### config.mk
export PLATFORM = sky130hd
export DESIGN_NAME = amrs_read_seq
export DESIGN_NICKNAME = d
export VERILOG_FILES = /design/src/rtl/amrs_pkg.sv /design/src/rtl/amrs_read_seq.sv /design/src/rtl/amrs_sync.sv
export SDC_FILE = /design/constraint.sdc
export NUM_CORES = 1
export LEC_CHECK = 0
export BUFFER_PORTS_ARGS = -buffer_cell sky130_fd_sc_hd__buf_2
export CAP_MARGIN = 20
export CORE_MARGIN = 4
export CORE_UTILIZATION = 45
export CTS_CLUSTER_SIZE = 40
export DETAILED_ROUTE_END_ITERATION = 7
export GPL_ROUTABILITY_DRIVEN = 0
export HOLD_SLACK_MARGIN = 0.02
export SYNTH_ARGS = -nofsm -noshare
export SYNTH_HDL_FRONTEND = slang
export SYNTH_SLANG_ARGS = --single-unit
export TNS_END_PERCENT = 10
### constraint.sdc
create_clock -name sys_clk_i -period 7.1 [get_ports sys_clk_i]
set_input_delay 0.71 -clock sys_clk_i [delete_from_list [all_inputs] [get_ports sys_clk_i]]
set_output_delay 0.71 -clock sys_clk_i [all_outputs]
set_load 0.01 [all_outputs]
### src/rtl/amrs_pkg.sv
// Purpose: shared constants and types of the asynchronous memory read sequencer
// Assumes: 32-bit register words on a plain strobe port, byte offsets
// Notes:   counts are in system clock 0 cycles
package amrs_pkg;

  // clock
  localparam int unsigned AMRS_CLK_PERIOD_NS  = 10;
  localparam int unsigned AMRS_SYNC_STAGES    = 2;

  // register port
  localparam int unsigned AMRS_REG_AW         = 8;
  localparam int unsigned AMRS_REG_DW         = 32;

  // register offsets
  localparam logic [7:0]  AMRS_OFF_CTL        = 8'h00;
  localparam logic [7:0]  AMRS_OFF_TIM        = 8'h04;
  localparam logic [7:0]  AMRS_OFF_ETIM       = 8'h08;
  localparam logic [7:0]  AMRS_OFF_ADDR       = 8'h0c;
  localparam logic [7:0]  AMRS_OFF_DATA       = 8'h10;
  localparam logic [7:0]  AMRS_OFF_STAT       = 8'h14;

  // control register fields
  localparam int unsigned AMRS_CTL_MODE_LSB   = 0;
  localparam int unsigned AMRS_CTL_RDYEN_BIT  = 2;
  localparam int unsigned AMRS_CTL_CLKSEL_LSB = 4;
  localparam int unsigned AMRS_CTL_BE_LSB     = 8;
  localparam logic [31:0] AMRS_CTL_MASK       = 32'h0000_0ff7;
  localparam logic [31:0] AMRS_CTL_RST        = 32'h0000_0f00;

  // timing register fields
  localparam int unsigned AMRS_TIM_SET_LSB    = 0;
  localparam int unsigned AMRS_TIM_ACC_LSB    = 8;
  localparam int unsigned AMRS_TIM_HLD_LSB    = 16;
  localparam logic [31:0] AMRS_TIM_MASK       = 32'h00ff_ffff;
  localparam logic [31:0] AMRS_TIM_RST        = 32'h0001_0401;

  // extended timing register fields
  localparam int unsigned AMRS_ETIM_PRE_LSB   = 0;
  localparam int unsigned AMRS_ETIM_PAC_LSB   = 8;
  localparam logic [31:0] AMRS_ETIM_MASK      = 32'h0000_ffff;
  localparam logic [31:0] AMRS_ETIM_RST       = 32'h0000_0000;

  // address register and status fields
  localparam int unsigned AMRS_ADDR_BANK_LSB  = 24;
  localparam int unsigned AMRS_STAT_BUSY_BIT  = 0;
  localparam int unsigned AMRS_STAT_VALID_BIT = 1;
  localparam int unsigned AMRS_STAT_PH_LSB    = 4;

  // encodings
  localparam logic [1:0]  AMRS_MODE_SRAM      = 2'h0;
  localparam logic [1:0]  AMRS_MODE_FLASH     = 2'h1;
  localparam logic [3:0]  AMRS_CLKSEL_SYS     = 4'h3;

  typedef enum logic [2:0] {
    AMRS_IDLE      = 3'b000,
    AMRS_PRESETUP  = 3'b001,
    AMRS_SETUP     = 3'b010,
    AMRS_PREACCESS = 3'b011,
    AMRS_ACCESS    = 3'b100,
    AMRS_HOLD      = 3'b101
  } amrs_phase_t;

endpackage

### src/rtl/amrs_read_seq.sv
// Purpose: read cycle sequencer for asynchronous sram and nor flash
// Assumes: one clock, system clock 0 at 100 MHz; pins synchronised by amrs_sync
// Notes:   phase counts latch when a read starts
`timescale 1ns/1ns
module amrs_read_seq #(
  parameter int unsigned AW  = 24,
  parameter int unsigned DW  = 16,
  parameter int unsigned NB  = 4,
  parameter int unsigned BEW = 2,
  parameter int unsigned CW  = 8
) (
  input  wire logic                             sys_clk_i,
  input  wire logic                             reset_n_i,
  input  wire logic [amrs_pkg::AMRS_REG_AW-1:0] reg_addr_i,
  input  wire logic [amrs_pkg::AMRS_REG_DW-1:0] reg_wdata_i,
  input  wire logic                             reg_write_i,
  input  wire logic                             reg_read_i,
  output logic      [amrs_pkg::AMRS_REG_DW-1:0] reg_rdata_o,
  output logic      [AW-1:0]                    memory_address_out_o,
  output logic      [NB-1:0]                    bank_select_n_o,
  output logic      [BEW-1:0]                   byte_enable_n_o,
  output logic                                  output_enable_n_o,
  output logic                                  read_strobe_n_o,
  output logic                                  address_valid_n_o,
  input  wire logic [DW-1:0]                    memory_data_bus_i,
  input  wire logic                             memory_ready_in_i,
  output logic                                  clock_output_pin_o
);
  import amrs_pkg::*;

  localparam int unsigned BW = (NB > 1) ? $clog2(NB) : 1;
  localparam int unsigned HW = CW + 2;

  typedef struct packed {
    logic [31:0]   ctl;
    logic [31:0]   tim;
    logic [31:0]   etim;
    logic [31:0]   rdata;
    amrs_phase_t   ph;
    logic [CW-1:0] cnt;
    logic [CW-1:0] pre;
    logic [CW-1:0] set;
    logic [CW-1:0] pac;
    logic [CW-1:0] acc;
    logic [CW-1:0] hld;
    logic          flash;
    logic          rdy_en;
    logic          rdy_seen;
    logic [BW-1:0] bank;
    logic [AW-1:0] addr;
    logic [BEW-1:0] be;
    logic [1:0]    cap;
    logic [DW-1:0] data;
    logic          valid;
    logic          rd_n;
    logic          oe_n;
    logic          adv_n;
    logic [NB-1:0] bank_n;
    logic [BEW-1:0] be_n;
    logic          clk_en;
  } amrs_state_t;

  amrs_state_t   state_reg;
  amrs_state_t   state_next;
  logic [DW-1:0] data_sync;
  logic          ready_sync;
  logic          start;

  amrs_sync #(
    .W (DW + 1)
  ) u_pin_sync (
    .sys_clk_i (sys_clk_i),
    .reset_n_i (reset_n_i),
    .async_i   ({memory_ready_in_i, memory_data_bus_i}),
    .sync_o    ({ready_sync, data_sync})
  );

  // next phase in order, passing over phases of zero length
  function automatic amrs_phase_t next_live(input amrs_phase_t cur, input logic [CW-1:0] pre,
                                            input logic [CW-1:0] set, input logic [CW-1:0] pac,
                                            input logic [CW-1:0] hld);
    amrs_phase_t p;
    case (cur)
      AMRS_IDLE:      p = AMRS_PRESETUP;
      AMRS_PRESETUP:  p = AMRS_SETUP;
      AMRS_SETUP:     p = AMRS_PREACCESS;
      AMRS_PREACCESS: p = AMRS_ACCESS;
      AMRS_ACCESS:    p = AMRS_HOLD;
      default:        p = AMRS_IDLE;
    endcase
    if (p == AMRS_PRESETUP && pre == '0) p = AMRS_SETUP;
    if (p == AMRS_SETUP && set == '0) p = AMRS_PREACCESS;
    if (p == AMRS_PREACCESS && pac == '0) p = AMRS_ACCESS;
    if (p == AMRS_HOLD && hld == '0) p = AMRS_IDLE;
    return p;
  endfunction

  // cycles still to run in a phase after its first, counted down in cnt
  function automatic logic [CW-1:0] phase_last(input amrs_phase_t p, input amrs_state_t s);
    logic [CW-1:0] len;
    case (p)
      AMRS_PRESETUP:  len = s.pre;
      AMRS_SETUP:     len = s.set;
      AMRS_PREACCESS: len = s.pac;
      AMRS_ACCESS:    len = s.acc;
      AMRS_HOLD:      len = s.hld;
      default:        len = CW'(1);
    endcase
    return len - CW'(1);
  endfunction

  always_comb begin
    state_next       = state_reg;
    state_next.rdata = '0;
    state_next.cap   = {state_reg.cap[0], 1'b0};
    start            = reg_write_i && (reg_addr_i == AMRS_OFF_ADDR) && (state_reg.ph == AMRS_IDLE);

    // register writes
    if (reg_write_i) begin
      case (reg_addr_i)
        AMRS_OFF_CTL:  state_next.ctl = reg_wdata_i & AMRS_CTL_MASK;
        AMRS_OFF_TIM:  state_next.tim = reg_wdata_i & AMRS_TIM_MASK;
        AMRS_OFF_ETIM: state_next.etim = reg_wdata_i & AMRS_ETIM_MASK;
        default: ;
      endcase
    end

    // sequencer
    if (start) begin
      state_next.addr     = reg_wdata_i[AW-1:0];
      state_next.bank     = reg_wdata_i[AMRS_ADDR_BANK_LSB +: BW];
      state_next.be       = state_reg.ctl[AMRS_CTL_BE_LSB +: BEW];
      state_next.flash    = state_reg.ctl[AMRS_CTL_MODE_LSB +: 2] == AMRS_MODE_FLASH;
      state_next.rdy_en   = state_reg.ctl[AMRS_CTL_RDYEN_BIT];
      state_next.rdy_seen = 1'b0;
      state_next.pre      = state_reg.etim[AMRS_ETIM_PRE_LSB +: CW];
      state_next.pac      = state_reg.etim[AMRS_ETIM_PAC_LSB +: CW];
      state_next.set      = state_reg.tim[AMRS_TIM_SET_LSB +: CW];
      state_next.hld      = state_reg.tim[AMRS_TIM_HLD_LSB +: CW];
      state_next.acc      = state_reg.tim[AMRS_TIM_ACC_LSB +: CW];
      if (state_next.acc == '0) begin
        state_next.acc = CW'(1);
      end
      state_next.ph  = next_live(AMRS_IDLE, state_next.pre, state_next.set,
                                 state_next.pac, state_next.hld);
      state_next.cnt = phase_last(state_next.ph, state_next);
    end else if (state_reg.ph != AMRS_IDLE) begin
      if (state_reg.ph == AMRS_ACCESS && ready_sync) begin
        state_next.rdy_seen = 1'b1;
      end
      if (state_reg.cnt != '0) begin
        state_next.cnt = state_reg.cnt - CW'(1);
      end else if (!(state_reg.ph == AMRS_ACCESS && state_reg.rdy_en && !state_reg.rdy_seen)) begin
        state_next.ph  = next_live(state_reg.ph, state_reg.pre, state_reg.set,
                                   state_reg.pac, state_reg.hld);
        state_next.cnt = phase_last(state_next.ph, state_reg);
        if (state_reg.ph == AMRS_ACCESS) begin
          state_next.cap[0] = 1'b1;
        end
      end
    end

    // read data capture; a capture beats a clearing read
    if (reg_read_i && reg_addr_i == AMRS_OFF_DATA) begin
      state_next.valid = 1'b0;
    end
    if (state_reg.cap[1]) begin
      state_next.data  = data_sync;
      state_next.valid = 1'b1;
    end

    // pin drive from the coming phase
    state_next.rd_n  = state_next.ph != AMRS_ACCESS;
    state_next.oe_n  = !(state_next.ph == AMRS_SETUP || state_next.ph == AMRS_PREACCESS ||
                         state_next.ph == AMRS_ACCESS || state_next.ph == AMRS_HOLD);
    state_next.adv_n = !(state_next.flash && state_next.ph == AMRS_SETUP);
    if (state_next.ph != AMRS_IDLE) begin
      state_next.bank_n = ~({{(NB-1){1'b0}}, 1'b1} << state_next.bank);
      state_next.be_n   = ~state_next.be;
    end else begin
      state_next.bank_n = '1;
      state_next.be_n   = '1;
    end
    state_next.clk_en = state_reg.ctl[AMRS_CTL_CLKSEL_LSB +: 4] == AMRS_CLKSEL_SYS;

    // register reads
    if (reg_read_i) begin
      case (reg_addr_i)
        AMRS_OFF_CTL:  state_next.rdata = state_reg.ctl;
        AMRS_OFF_TIM:  state_next.rdata = state_reg.tim;
        AMRS_OFF_ETIM: state_next.rdata = state_reg.etim;
        AMRS_OFF_ADDR: begin
          state_next.rdata[AW-1:0]                     = state_reg.addr;
          state_next.rdata[AMRS_ADDR_BANK_LSB +: BW]   = state_reg.bank;
        end
        AMRS_OFF_DATA: state_next.rdata[DW-1:0] = state_reg.data;
        AMRS_OFF_STAT: begin
          state_next.rdata[AMRS_STAT_BUSY_BIT]      = state_reg.ph != AMRS_IDLE;
          state_next.rdata[AMRS_STAT_VALID_BIT]     = state_reg.valid;
          state_next.rdata[AMRS_STAT_PH_LSB +: 3]   = state_reg.ph;
        end
        default: state_next.rdata = '0;
      endcase
    end
  end

  always_ff @(posedge sys_clk_i or negedge reset_n_i) begin
    if (!reset_n_i) begin
      state_reg        <= '0;
      state_reg.ctl    <= AMRS_CTL_RST;
      state_reg.tim    <= AMRS_TIM_RST;
      state_reg.etim   <= AMRS_ETIM_RST;
      state_reg.ph     <= AMRS_IDLE;
      state_reg.rd_n   <= 1'b1;
      state_reg.oe_n   <= 1'b1;
      state_reg.adv_n  <= 1'b1;
      state_reg.bank_n <= '1;
      state_reg.be_n   <= '1;
    end else begin
      state_reg <= state_next;
    end
  end

  assign reg_rdata_o          = state_reg.rdata;
  assign memory_address_out_o = state_reg.addr;
  assign bank_select_n_o      = state_reg.bank_n;
  assign byte_enable_n_o      = state_reg.be_n;
  assign output_enable_n_o    = state_reg.oe_n;
  assign read_strobe_n_o      = state_reg.rd_n;
  assign address_valid_n_o    = state_reg.adv_n;
  // gated copy of the system clock; a select change may cut the pulse at its switching edge
  assign clock_output_pin_o   = sys_clk_i & state_reg.clk_en;

  // helper counters for the checks below
  logic [HW-1:0] lead_cnt;
  logic [HW-1:0] oe_cnt;
  logic [HW-1:0] adv_lo_cnt;
  logic [HW-1:0] adv_hi_cnt;
  logic [HW-1:0] low_cnt;
  logic [HW-1:0] hold_cnt;
  logic          strobe_done;
  logic [HW-1:0] lead_sum;

  assign lead_sum = HW'(state_reg.pre) + HW'(state_reg.set) + HW'(state_reg.pac);

  always_ff @(posedge sys_clk_i or negedge reset_n_i) begin
    if (!reset_n_i) begin
      lead_cnt    <= '0;
      oe_cnt      <= '0;
      adv_lo_cnt  <= '0;
      adv_hi_cnt  <= '0;
      low_cnt     <= '0;
      hold_cnt    <= '0;
      strobe_done <= 1'b0;
    end else begin
      lead_cnt    <= (&bank_select_n_o) ? '0 : (read_strobe_n_o ? lead_cnt + HW'(1) : lead_cnt);
      oe_cnt      <= output_enable_n_o ? '0 : (read_strobe_n_o ? oe_cnt + HW'(1) : oe_cnt);
      adv_lo_cnt  <= address_valid_n_o ? '0 : adv_lo_cnt + HW'(1);
      adv_hi_cnt  <= address_valid_n_o ? adv_hi_cnt + HW'(1) : '0;
      low_cnt     <= read_strobe_n_o ? '0 : low_cnt + HW'(1);
      hold_cnt    <= ((&bank_select_n_o) || !read_strobe_n_o) ? '0 :
                     (strobe_done ? hold_cnt + HW'(1) : hold_cnt);
      strobe_done <= (&bank_select_n_o) ? 1'b0 : (strobe_done | !read_strobe_n_o);
    end
  end

  a_select_lead: assert property (@(posedge sys_clk_i) disable iff (!reset_n_i)
    $fell(read_strobe_n_o) |-> lead_cnt == lead_sum)
    else $error("select lead before strobe wrong");

  a_oe_lead: assert property (@(posedge sys_clk_i) disable iff (!reset_n_i)
    $fell(read_strobe_n_o) |-> oe_cnt == HW'(state_reg.set) + HW'(state_reg.pac))
    else $error("output enable lead before strobe wrong");

  a_strobe_width: assert property (@(posedge sys_clk_i) disable iff (!reset_n_i)
    $rose(read_strobe_n_o) && !state_reg.rdy_en |-> low_cnt == HW'(state_reg.acc))
    else $error("strobe low width differs from access count");

  a_hold_length: assert property (@(posedge sys_clk_i) disable iff (!reset_n_i)
    $rose(&bank_select_n_o) && strobe_done |-> hold_cnt == HW'(state_reg.hld))
    else $error("hold phase length wrong");

  a_hold_stable: assert property (@(posedge sys_clk_i) disable iff (!reset_n_i)
    strobe_done && read_strobe_n_o && !(&bank_select_n_o) |->
      $stable(memory_address_out_o) && $stable(byte_enable_n_o) && $stable(bank_select_n_o) &&
      !output_enable_n_o)
    else $error("outputs moved during hold");

  a_ready_release: assert property (@(posedge sys_clk_i) disable iff (!reset_n_i)
    state_reg.ph == AMRS_ACCESS && state_reg.rdy_en && state_reg.rdy_seen && state_reg.cnt == '0
      |=> read_strobe_n_o)
    else $error("strobe not released after ready");

  a_ready_wait: assert property (@(posedge sys_clk_i) disable iff (!reset_n_i)
    $rose(read_strobe_n_o) && state_reg.rdy_en |-> $past(ready_sync, 2) && low_cnt >= HW'(state_reg.acc))
    else $error("strobe released without ready");

  a_adv_lead: assert property (@(posedge sys_clk_i) disable iff (!reset_n_i)
    $fell(address_valid_n_o) |-> lead_cnt == HW'(state_reg.pre))
    else $error("select lead before address valid wrong");

  a_adv_width: assert property (@(posedge sys_clk_i) disable iff (!reset_n_i)
    $rose(address_valid_n_o) |-> adv_lo_cnt == HW'(state_reg.set))
    else $error("address valid width wrong");

  a_adv_to_strobe: assert property (@(posedge sys_clk_i) disable iff (!reset_n_i)
    $fell(read_strobe_n_o) && state_reg.flash && state_reg.set != '0 |->
      adv_hi_cnt == HW'(state_reg.pac))
    else $error("strobe delay after address valid wrong");

  a_clock_select: assert property (@(posedge sys_clk_i) disable iff (!reset_n_i)
    state_reg.ctl[AMRS_CTL_CLKSEL_LSB +: 4] == AMRS_CLKSEL_SYS |=> state_reg.clk_en)
    else $error("clock output not enabled by select");

  a_sram_no_adv: assert property (@(posedge sys_clk_i) disable iff (!reset_n_i)
    !state_reg.flash |-> address_valid_n_o)
    else $error("address valid driven in sram mode");

  a_phase_order: assert property (@(posedge sys_clk_i) disable iff (!reset_n_i)
    state_reg.ph == AMRS_HOLD |=> state_reg.ph == AMRS_HOLD || state_reg.ph == AMRS_IDLE)
    else $error("phase order broken after hold");

  a_idle_pins: assert property (@(posedge sys_clk_i) disable iff (!reset_n_i)
    state_reg.ph == AMRS_IDLE |-> (&bank_select_n_o) && read_strobe_n_o && output_enable_n_o)
    else $error("memory pins active while idle");

  a_adv_in_frame: assert property (@(posedge sys_clk_i) disable iff (!reset_n_i)
    !address_valid_n_o |-> !(&bank_select_n_o) && read_strobe_n_o)
    else $error("address valid outside select or beside strobe");

endmodule // amrs_read_seq

### src/rtl/amrs_sync.sv
// Purpose: two-stage synchroniser for pin inputs
// Assumes: inputs are asynchronous to sys_clk_i
// Notes:   first stage feeds only the second stage
`timescale 1ns/1ns
module amrs_sync #(
  parameter int unsigned W = 1
) (
  input  wire logic         sys_clk_i,
  input  wire logic         reset_n_i,
  input  wire logic [W-1:0] async_i,
  output logic      [W-1:0] sync_o
);
  import amrs_pkg::*;

  typedef struct packed {
    logic [W-1:0] s2;
    logic [W-1:0] s1;
  } amrs_sync_t;

  amrs_sync_t sync_reg;
  amrs_sync_t sync_next;

  always_comb begin
    sync_next    = sync_reg;
    sync_next.s1 = async_i;
    sync_next.s2 = sync_reg.s1;
  end

  always_ff @(posedge sys_clk_i or negedge reset_n_i) begin
    if (!reset_n_i) begin
      sync_reg <= '0;
    end else begin
      sync_reg <= sync_next;
    end
  end

  assign sync_o = sync_reg.s2;

endmodule // amrs_sync

Yosys cells after proc, flatten, opt, wreduce, memory -nomap -nowiden --
Cells that the tools add are included.
Operators by class: reduce and logical (&&, ||, !) cells 43, equality and inequality tests 35, shifts and indexed selects 1, multiplexer cells 66, $add $sub $neg 3, magnitude comparators 0, bitwise logic cells 3, multipliers 0, div/mod/pow operators 0
Operators by type and width (count):
- 3-bit 2-to-1 mux | 34
- 8-bit zero test | 10
- 8-bit one-hot mux with 5 select lines | 2
- 8-bit 2-to-1 mux | 7
- 9-bit one-hot mux with 5 select lines | 1
- 3-bit by 2-bit == test with 1-bit output (second input constant) | 12
- 11-bit 2-to-1 mux | 3
- 28-bit 2-to-1 mux | 1
- 3-bit == test (second input constant) | 9
- 26-bit 2-to-1 mux | 1
- 8-bit by 1-bit subtractor with 8-bit output (second input constant) | 3
- 10-bit one-hot mux with 2 select lines | 1
- 3-bit one-hot mux with 6 select lines | 1
- 8-bit by 4-bit == test with 1-bit output (second input constant) | 2
- 8-bit by 5-bit == test with 1-bit output (second input constant) | 2
- 3-bit by 1-bit == test with 1-bit output (second input constant) | 5
- 1-bit logical AND | 15
- 3-bit one-hot mux with 5 select lines | 1
- 2-bit one-hot mux with 6 select lines | 1
- 1-bit 2-to-1 mux | 10
- 2-bit one-hot mux with 5 select lines | 1
- 2-bit AND reduction | 5
- 8-bit by 3-bit == test with 1-bit output (second input constant) | 1
- 8-bit nonzero test | 1
- other kinds (14) | 22
Word-level totals: word-level logic and storage cells 179, input port bits 61, bits in read-only memories 0, bits in writable memories 0, register bits 228, latch bits 0, output and inout port bits 66, memories 0

Depth between registers and ports, before layout --
Gate-level depths: netlist of the first run.
word-level depth 51, gate-level depth with buffers 12, mapped depth without buffers 11

By module --
From an unflattened synthesis of the first run, not the netlist that was laid out.
Unflattened totals: cells, all modules 952, area total of the unflattened synthesis 10141.0 um^2
By module, submodules not included:
- amrs_read_seq | instances 1, sequential area each 4724.5 um^2, area an instance 9290.2 um^2, cells an instance 918
- amrs_sync | instances 1, sequential area each 850.8 um^2, area an instance 850.8 um^2, cells an instance 34

==> flow_summary.json, run 1 <==
{
  "status": "finished, final reports clean",
  "grt_setup_unrepaired": "false",
  "rrSetupSlack_ps": 3810,
  "critPathArrivalTime_ps": 4060,
  "fin_setup_tns_ps": 0,
  "cp.required_ps": 6390,
  "rr_worst_depth": 8,
  "drt_pre_antenna_iters": 5,
  "drtIter0Drc": 534,
  "synth-edff-count": 0,
  "dr_total_vias": 7281,
  "finalMaxSlewViolations": 0,
  "yosysTopAreaCell": "dfrtp_1",
  "wl_per_cell_um": 19.9,
  "worst_setup_path_start_kind": "clock port",
  "diodes": 0,
  "maxSlewHeadroom_pct": 38.9,
  "tightest_slew_ps": 913,
  "yosysSeqAreaShare_pct": 54.5,
  "seqCellArea_um2": 5580,
  "drive_gt1_share_pct": 27.5,
  "hp-class": "in -> async",
  "dp_hpwl_um": 18200,
  "grt_start_max_net_pins": 92,
  "grt_pass1_wl_um": 41400,
  "synthTopCellsByArea": "dfrtp_1, nand2_1, mux2_2, buf_4, dfstp_2",
  "gr-total-overflow": 0,
  "clk_pin_slew_ps": 60,
  "fp-row-count": 54,
  "post-cts-setup-buffers": 0,
  "die_area_um2": 25200,
  "ys_ff_latch": 222,
  "largest_reg_flops": 128,
  "slowest_stage": "and2_1",
  "floorplan.initialDensity_pct": 46.3,
  "ioPinCount": 127,
  "final_util_pct": 52.3,
  "cts_resized": 0,
  "fill_cells": 1978,
  "synthToLayoutAreaGrowth_pct": 12.9,
  "synthDistinctLibCells": 67,
  "cts-hold-fix-buffers": 0,
  "fin_cells": 1305,
  "irDropWorstVdd_mv": 0.156,
  "track_usage_pct": 20.4,
  "skew_ps": 17.4,
  "end_kind": "output pin",
  "die_w_um": 159,
  "leakage_uw": 0.00575,
  "coreArea_um2": 22100,
  "synthFlopType": "dfrtp_1",
  "insertion_delay_ps": 640,
  "synthArstFlopShare_pct": 100,
  "drc": 0,
  "synth.cell_area_um2": 10200,
  "critPathLaunch": "sys_clk_i",
  "path_max_fanout": 2,
  "routed_wl_um": 26000,
  "synth.avg_cell_area_um2": 10.7,
  "rr_startpoint": "state_reg[100]$_DFFE_PN0P_",
  "synth.most_common_cell": "nand2_1",
  "grt_pass1_vias": 7266,
  "synth_top_area_share_pct": 50.4,
  "finalSetupViolCount": 0,
  "syn-instance-count": 954,
  "ys_warn_count": 0,
  "dpl_worst_slack_ps": 2590,
  "worstReg2RegEnd": "bank_select_n_o[2]$_DFF_PN1_",
  "yosys-top-cells-count": "nand2_1, dfrtp_1, mux2_2",
  "path_common_cell": "clkbuf_16",
  "cts_tree": "done",
  "slowest_delay_ps": 140,
  "powerDensity_nw_per_um2": 247,
  "antenna_found_initial": 1,
  "multi_input_area_um2": 4020,
  "path_class": "clk -> out",
  "place_inst": 1257,
  "finish.net_count": 1071,
  "cp_cell_sequence": "clkbuf_16 -> clkbuf_16 -> and2_1 -> buf_2",
  "drv_cap": 0,
  "ant_nets": 0,
  "port_buffers": 114,
  "fin_ws_ps": 2330,
  "dieHeight_um": 159,
  "viasPerCell": 5.58,
  "cp-endpoint": "clock_output_pin_o",
  "hold_viol_final": 0
}
## report_power, final
| group | total, µW | internal (µW) | leakage (µW) | switching, µW |
|---|---|---|---|---|
| logic | 165 | 61.1 | 0.00238 | 104 |
| registers | 1320 | 1290 | 0.00292 | 25.4 |
| clock network | 1380 | 860 | 0.000442 | 515 |
| total | 2860 | 2210 | 0.00575 | 645 |
## critical path, delay by kind of cell
kind / cells / cell delay, ps
buffers and inverters: 3 / 370
AND/OR/NAND/NOR: 1 / 140
## kinds of logic (layout without fill, tap and decap cells)
group	after synthesis	count (layout)	share of synthesized area, %
and+or+nand+nor	372	372	17.0
DFF	222	222	54.5
AOI/OAI and AO/OA	138	138	10.0
buffers and inverters	114	180	6.59
muxes	93	93	10.6
xor gates and xnor gates	11	11	0.941
adders and majority gates	3	3	0.367
other	1	6	0.0366
## per-stage QoR
step | hold slack, ps | power, µW | instance area [µm²]
2_1_floorplan | 331 | 1430 | 10300
3_3_place_gp | 331 | 1500 | 10600
3_5_place_dp | 335 | 1500 | 10600
4_1_cts | 115 | 2890 | 11500
5_1_grt | 132 | 2970 | 11600
6_report | 82.5 | 2860 | 11600
## worst min-delay path by stage
stage | startpoint | endpoint
3_5_place_dp | state_next[28]$_DFF_PN0_ | state_reg[28]$_DFF_PN0_
6_report | reset_n_i | state_reg[93]$_DFFE_PN0P_
5_1_grt | reset_n_i | state_reg[108]$_DFF_PN0_
2_1_floorplan | state_next[28]$_DFF_PN0_ | state_reg[28]$_DFF_PN0_
4_1_cts | reset_n_i | state_reg[93]$_DFFE_PN0P_
3_3_place_gp | u_pin_sync.sync_next[29]$_DFF_PN0_ | u_pin_sync.sync_o[12]$_DFF_PN0_
## area by class of cell
type	count	share of cell area, %
clock inverters	9	1.23
multi-input cells	623	34.8
well taps	280	3.03
inverters	9	0.292
clock buffers	39	6.68
repair buffers	123	5.70
flip-flops and latches	222	48.3
## cell usage in the layout (no fill, tap or decap), drive strengths merged, types with 3 or more instances in the layout
master,instances
and3,8
and2,8
a21boi,5
ha,3
mux4,5
bufinv,3
o221ai,3
a31oi,11
a22oi,29
buf,124
conb,6
clkinvlp,3
xor2,3
a22o,8
nor3b,8
inv,9
nand4,6
nand3b,3
o21ai,13
nand2,232
dfstp,16
xnor2,8
o2bb2ai,4
a221oi,5
nor4,16
nor2,39
nor2b,17
a211oi,11
mux2i,13
clkinv,3
dfrtp,206
clkbuf,38
nand3,15
mux2,75
nor3,12
o211ai,3
a21oi,23
a21o,4
## per-layer routing
layer	vias up	track usage, %	part of all wire (%)
met3	58	3.68	5.3
met2	240	32.5	47
met5	-	0	0.073
met4	2	7.38	3.1
met1	3620	28.3	45
li1	3361	-	-
No activity file was read; power rests on OpenSTA's default activity.
==> run 2: changes to the inputs <==
Clock period 7.1 ns to 4.8 ns, I/O delays scaled along.
==> flow_summary.json, run 2 (synthesis results as in run 1) <==
{
  "status": "finished, final reports clean",
  "floorplan.initialDensity_pct": 46.3,
  "tightest_slew_ps": 914,
  "slowest_stage": "and2_1",
  "cp.required_ps": 4320,
  "dpl_worst_slack_ps": 1670,
  "hold_slack_ps": 55.2,
  "track_usage_pct": 20.9,
  "cp_cell_sequence": "clkbuf_16 -> clkbuf_16 -> and2_1 -> buf_2",
  "worst_setup_path_start_kind": "clock port",
  "maxSlewHeadroom_pct": 39.1,
  "gr-total-overflow": 0,
  "die_w_um": 159,
  "fin_setup_tns_ps": 0,
  "drive_gt1_share_pct": 27.7,
  "post-cts-setup-buffers": 0,
  "final_util_pct": 53.5,
  "power_switching_uw": 994,
  "die_area_um2": 25200,
  "antenna_found_initial": 0,
  "diodes": 0,
  "slowest_delay_ps": 140,
  "p_total_uw": 4340,
  "insertion_delay_ps": 640,
  "finalMaxSlewViolations": 0,
  "pwr-share-comb_pct": 5.9,
  "path_max_fanout": 2,
  "hp-class": "in -> reg",
  "coreArea_um2": 22100,
  "powerDensity_nw_per_um2": 367,
  "p_seq_share_pct": 44.8,
  "critPathArrivalTime_ps": 2910,
  "largest_reg_flops": 128,
  "internal_power_uw": 3350,
  "path_common_cell": "clkbuf_16",
  "grt_start_max_net_pins": 119,
  "pwr-share-clk_pct": 49.2,
  "routed_wl_um": 26500,
  "fin_ws_ps": 1410,
  "irDropWorstVdd_mv": 0.223,
  "dieHeight_um": 159,
  "cts_tree": "done",
  "dr_total_vias": 7330,
  "multi_input_area_um2": 4020,
  "ioPinCount": 127,
  "hold_viol_final": 0,
  "fp-row-count": 54,
  "final_cell_mix": "nand2_1, dfrtp_1, buf_2, mux2_2, nor2_1",
  "path_class": "clk -> out",
  "skew_ps": 17.0,
  "finalSetupViolCount": 0,
  "wl_per_cell_um": 20.0,
  "drc": 0,
  "viasPerCell": 5.52,
  "finish.net_count": 1093,
  "synthToLayoutAreaGrowth_pct": 15.4,
  "dp_hpwl_um": 18300,
  "end_kind": "output pin",
  "grt_pass1_vias": 7477,
  "grt_setup_unrepaired": "false",
  "mostFrequentLayoutCell": "nand2_1",
  "fill_cells": 1999,
  "grt_pass1_wl_um": 42400,
  "drt_pre_antenna_iters": 5,
  "clk_pin_slew_ps": 60,
  "drtIter0Drc": 566,
  "ant_nets": 0,
  "port_buffers": 114,
  "sw_frac_of_total_pct": 22.9,
  "seqCellArea_um2": 5580,
  "drv_cap": 0,
  "leakage_uw": 0.00587
}
==> run 2: final timing paths <==
path	from	to	slack (ps)	cells after the start
min in group asynchronous	reset_n_i	state_reg[59]$_DFF_PN0_	530	2
max in group asynchronous	reset_n_i	u_pin_sync.sync_next[30]$_DFF_PN0_	3210	3
worst min register to register	u_pin_sync.sync_next[27]$_DFF_PN0_	u_pin_sync.sync_o[10]$_DFF_PN0_	340	0
worst min-delay path	reg_wdata_i[23]	memory_address_out_o[23]$_DFFE_PN0P_	60	3
worst max register to register	state_reg[148]$_DFFE_PN0P_	state_reg[106]$_DFFE_PN0P_	1620	11
worst max-delay path	sys_clk_i	clock_output_pin_o	1410	4
==> run 2: repair_timing <==
item	in CTS	in global routing
endpoints found under the hold margin	125	0
gates resized for setup	0	0
hold buffers	18	0
==> run 2: area by class of cell <==
cell class	count	area share, %
Tap cell	280	2.97
Inverter	9	0.286
Timing Repair Buffer	145	7.39
Clock inverter	16	2.02
Multi-Input combinational cell	623	34.1
Clock buffer	32	6.06
Sequential cell	222	47.2
==> run 2: power by group through the flow <==
stage	combinational (µW)	clock, µW	sequential, µW
2_1_floorplan	148	0.0440	1960
3_3_place_gp	243	0.0706	1980
3_5_place_dp	248	0.0706	1980
4_1_cts	260	2180	1940
5_1_grt	290	2260	1950
6_report	258	2140	1950
==> run 2: per-stage QoR <==
stage          cells  instance area [µm²]
3_5_place_dp    1262                10700
5_1_grt         1327                11800
4_1_cts         1327                11800
3_3_place_gp    1262                10700
6_report        1327                11800
2_1_floorplan    959                10300
==> run 2: layer usage <==
metal  share of wire, %  track usage, %  wire [µm]  up-vias
met5                  0               0          0        -
met1                 44            28.9      11700     3623
met2                 47            33.1      12300      236
met3                6.0            3.91       1580       62
li1                   -               -          -     3409
met4                3.3            8.13        884        0
==> run 2: critical path: cells and delay by family <==
kind	cells	cell delay, ps
and+or+nand+nor	1	140
buffers and inverters	3	370
==> run 3: changes to the inputs <==
Settings changed: ABC_AREA set to 1.
Clock period 4.8 ns to 3.2 ns, I/O delays scaled along.
==> flow_summary.json, run 3 <==
{
  "p_seq_share_pct": 44.8,
  "synth.most_common_cell": "nand2_1",
  "rr_worst_depth": 16,
  "holdPathEnd": "bank_select_n_o[0]$_DFF_PN1_",
  "rr_startpoint": "state_reg[100]$_DFFE_PN0P_",
  "cts-hold-fix-buffers": 40,
  "cts_tree": "done",
  "powerDensity_nw_per_um2": 543,
  "wl_per_cell_um": 16.7,
  "skew_ps": 11.2,
  "insertion_delay_ps": 640,
  "synthToLayoutAreaGrowth_pct": 18.5,
  "internal_power_uw": 4980,
  "slowest_stage": "dfrtp_1",
  "synth.avg_cell_area_um2": 8.76,
  "hold_viol_final": 0,
  "grt_pass1_wl_um": 41700,
  "p_total_uw": 6470,
  "final_cell_mix": "nand2_1, dfrtp_1, o21ai_0, inv_1, buf_2",
  "finalMaxSlewViolations": 0,
  "cp_cell_sequence": "inv_1 -> ha_1 -> nand2_1 -> nor3_1 -> inv_1 -> nor2_1 -> inv_1 -> nor2_4 -> nand2_1 -> o21ai_0 -> nand2_1 -> o31ai_1 -> nand3_1 -> inv_1 -> nand2_1 -> nand3_1",
  "drt_pre_antenna_iters": 5,
  "mostFrequentLayoutCell": "nand2_1",
  "fin_crit_sh_pct": 89.2,
  "finalSetupViolCount": 0,
  "port_buffers": 114,
  "ant_nets": 0,
  "cp.required_ps": 3770,
  "grt_start_max_net_pins": 95,
  "dieHeight_um": 157,
  "dp_hpwl_um": 18600,
  "die_area_um2": 24800,
  "diodes": 0,
  "synthArstFlopShare_pct": 100,
  "synthDistinctLibCells": 44,
  "drtIter0Drc": 546,
  "path_class": "reg -> reg",
  "ys_ff_latch": 222,
  "path_delay_family": "simple AND/OR/NAND/NOR gates",
  "coreArea_um2": 21900,
  "antenna_found_initial": 0,
  "end_kind": "flip-flop",
  "drc": 0,
  "pwr-share-comb_pct": 6.7,
  "worstReg2RegEnd": "bank_select_n_o[1]$_DFF_PN1_",
  "leakage_uw": 0.00583,
  "synthFlopType": "dfrtp_1",
  "syn-instance-count": 1148,
  "hold_slack_ps": 47.0,
  "post-cts-setup-buffers": 0,
  "ys_warn_count": 0,
  "fin_setup_tns_ps": 0,
  "dr_total_vias": 7923,
  "gr-total-overflow": 0,
  "power_switching_uw": 1490,
  "synthTopCellsByArea": "dfrtp_1, nand2_1, o21ai_0, inv_1, buf_4",
  "hp-class": "in -> reg",
  "floorplan.initialDensity_pct": 45.9,
  "irDropWorstVdd_mv": 0.515,
  "grt_setup_unrepaired": "false",
  "synth_top_area_share_pct": 51.3,
  "finish.net_count": 1322,
  "drive_gt1_share_pct": 17.9,
  "tightest_slew_ps": 939,
  "yosys-top-cells-count": "nand2_1, dfrtp_1, o21ai_0",
  "rrSetupSlack_ps": 340,
  "status": "finished, final reports clean",
  "whs_path_depth": 4,
  "synth-edff-count": 0,
  "min_period_ps": 2860,
  "path_max_fanout": 9,
  "maxSlewHeadroom_pct": 37.4,
  "min-delay-start": "reg_wdata_i[24]",
  "viasPerCell": 5.09,
  "cts_resized": 0,
  "yosysTopAreaCell": "dfrtp_1",
  "grt_pass1_vias": 7805,
  "synth.cell_area_um2": 10100,
  "timing.fmax_ghz": 0.350,
  "slowest_delay_ps": 360,
  "routed_wl_um": 26000,
  "fp-row-count": 54,
  "pwr-share-clk_pct": 48.5,
  "track_usage_pct": 21.5,
  "sw_frac_of_total_pct": 23.0,
  "critPathArrivalTime_ps": 3420,
  "worst_setup_path_start_kind": "flip-flop",
  "critPathBufInv": 4,
  "ioPinCount": 127,
  "drv_cap": 0,
  "die_w_um": 157,
  "clk_pin_slew_ps": 60,
  "yosysSeqAreaShare_pct": 55.5,
  "largest_reg_flops": 128
}
## run 3: cell count changes in the layout (fill, tap and decap cells not counted), moves of 10 or more
cell           change
a211oi_1          -11
a22oi_1           -17
dlygate4sd3_1     +22
inv_1            +121
mux2_2            -75
mux2i_1           -13
nand2_1           +65
nand3_1           +20
nor2_1            +32
nor2b_1           -15
nor4_1            -10
o21ai_0          +124
o22ai_1           +18
## run 3: cell families after synthesis
| group | after synthesis | share of synthesized area (%) |
|---|---|---|
| AND/OR/NAND/NOR | 455 | 19.3 |
| buffers and inverters | 232 | 11.1 |
| AO/OA/AOI/OAI | 224 | 12.8 |
| flip-flops | 222 | 55.5 |
| XOR/XNOR | 11 | 0.959 |
| adder cells (fa/ha/maj) | 3 | 0.373 |
| other | 1 | 0.0373 |
## run 3: worst max-delay path by stage
stage	start	endpoint	slack [ps]	cells after the start
after floorplan	state_reg[108]$_DFF_PN0_	state_reg[104]$_DFFE_PN0P_	760	20
after global placement	state_reg[100]$_DFFE_PN0P_	bank_select_n_o[1]$_DFF_PN1_	350	16
after detailed placement	state_reg[100]$_DFFE_PN0P_	bank_select_n_o[1]$_DFF_PN1_	320	16
after CTS	state_reg[100]$_DFFE_PN0P_	bank_select_n_o[1]$_DFF_PN1_	300	16
after global routing	state_reg[100]$_DFFE_PN0P_	byte_enable_n_o[0]$_DFF_PN1_	20	16
final	state_reg[100]$_DFFE_PN0P_	bank_select_n_o[1]$_DFF_PN1_	340	16
## run 3: power groups by stage
stage / logic (µW) / registers [µW] / clock network [µW]
after floorplan: 203 / 2940 / 0.0652
after global placement: 390 / 2950 / 0.104
after detailed placement: 395 / 2950 / 0.104
after CTS: 434 / 2900 / 3200
after global routing: 487 / 2900 / 3320
final: 433 / 2900 / 3140
## run 3: routing by layer
metal,track usage [%],wire length (µm),vias up,part of all wire [%]
li1,-,-,3850,-
met1,31.0,12000,3819,46
met2,33.1,12000,201,46
met3,3.16,1220,53,4.7
met4,8.11,790,0,3.0
met5,0,0,-,0
## run 3: worst register-to-register path, delay by kind of cell, from the launching register on
family	cells	cell delay [ps]
adder cells (fa/ha/maj)	1	200
AND/OR/NAND/NOR	9	1350
AO/OA/AOI/OAI	2	510
flip-flops	1	360
buffers and inverters	4	370
## run 3: final cells by class
class                      count  area [µm²]
clock inverter                15         198
tap                          280         350
sequential                   222        5580
timing repair buffer         174        1160
fill                        2041        9980
multi-input combinational    699        3390
inverter                     132         495
clock buffer                  34         743
## run 3: per-stage QoR
step	instances	area (µm²)	utilization (%)	setup slack [ps]
2_1_floorplan	1153	10100	-	762
3_3_place_gp	1469	10600	48.3	347
3_5_place_dp	1469	10600	48.3	316
4_1_cts	1556	11900	54.4	302
5_1_grt	1556	11900	54.4	23.6
6_report	1556	11900	54.4	345
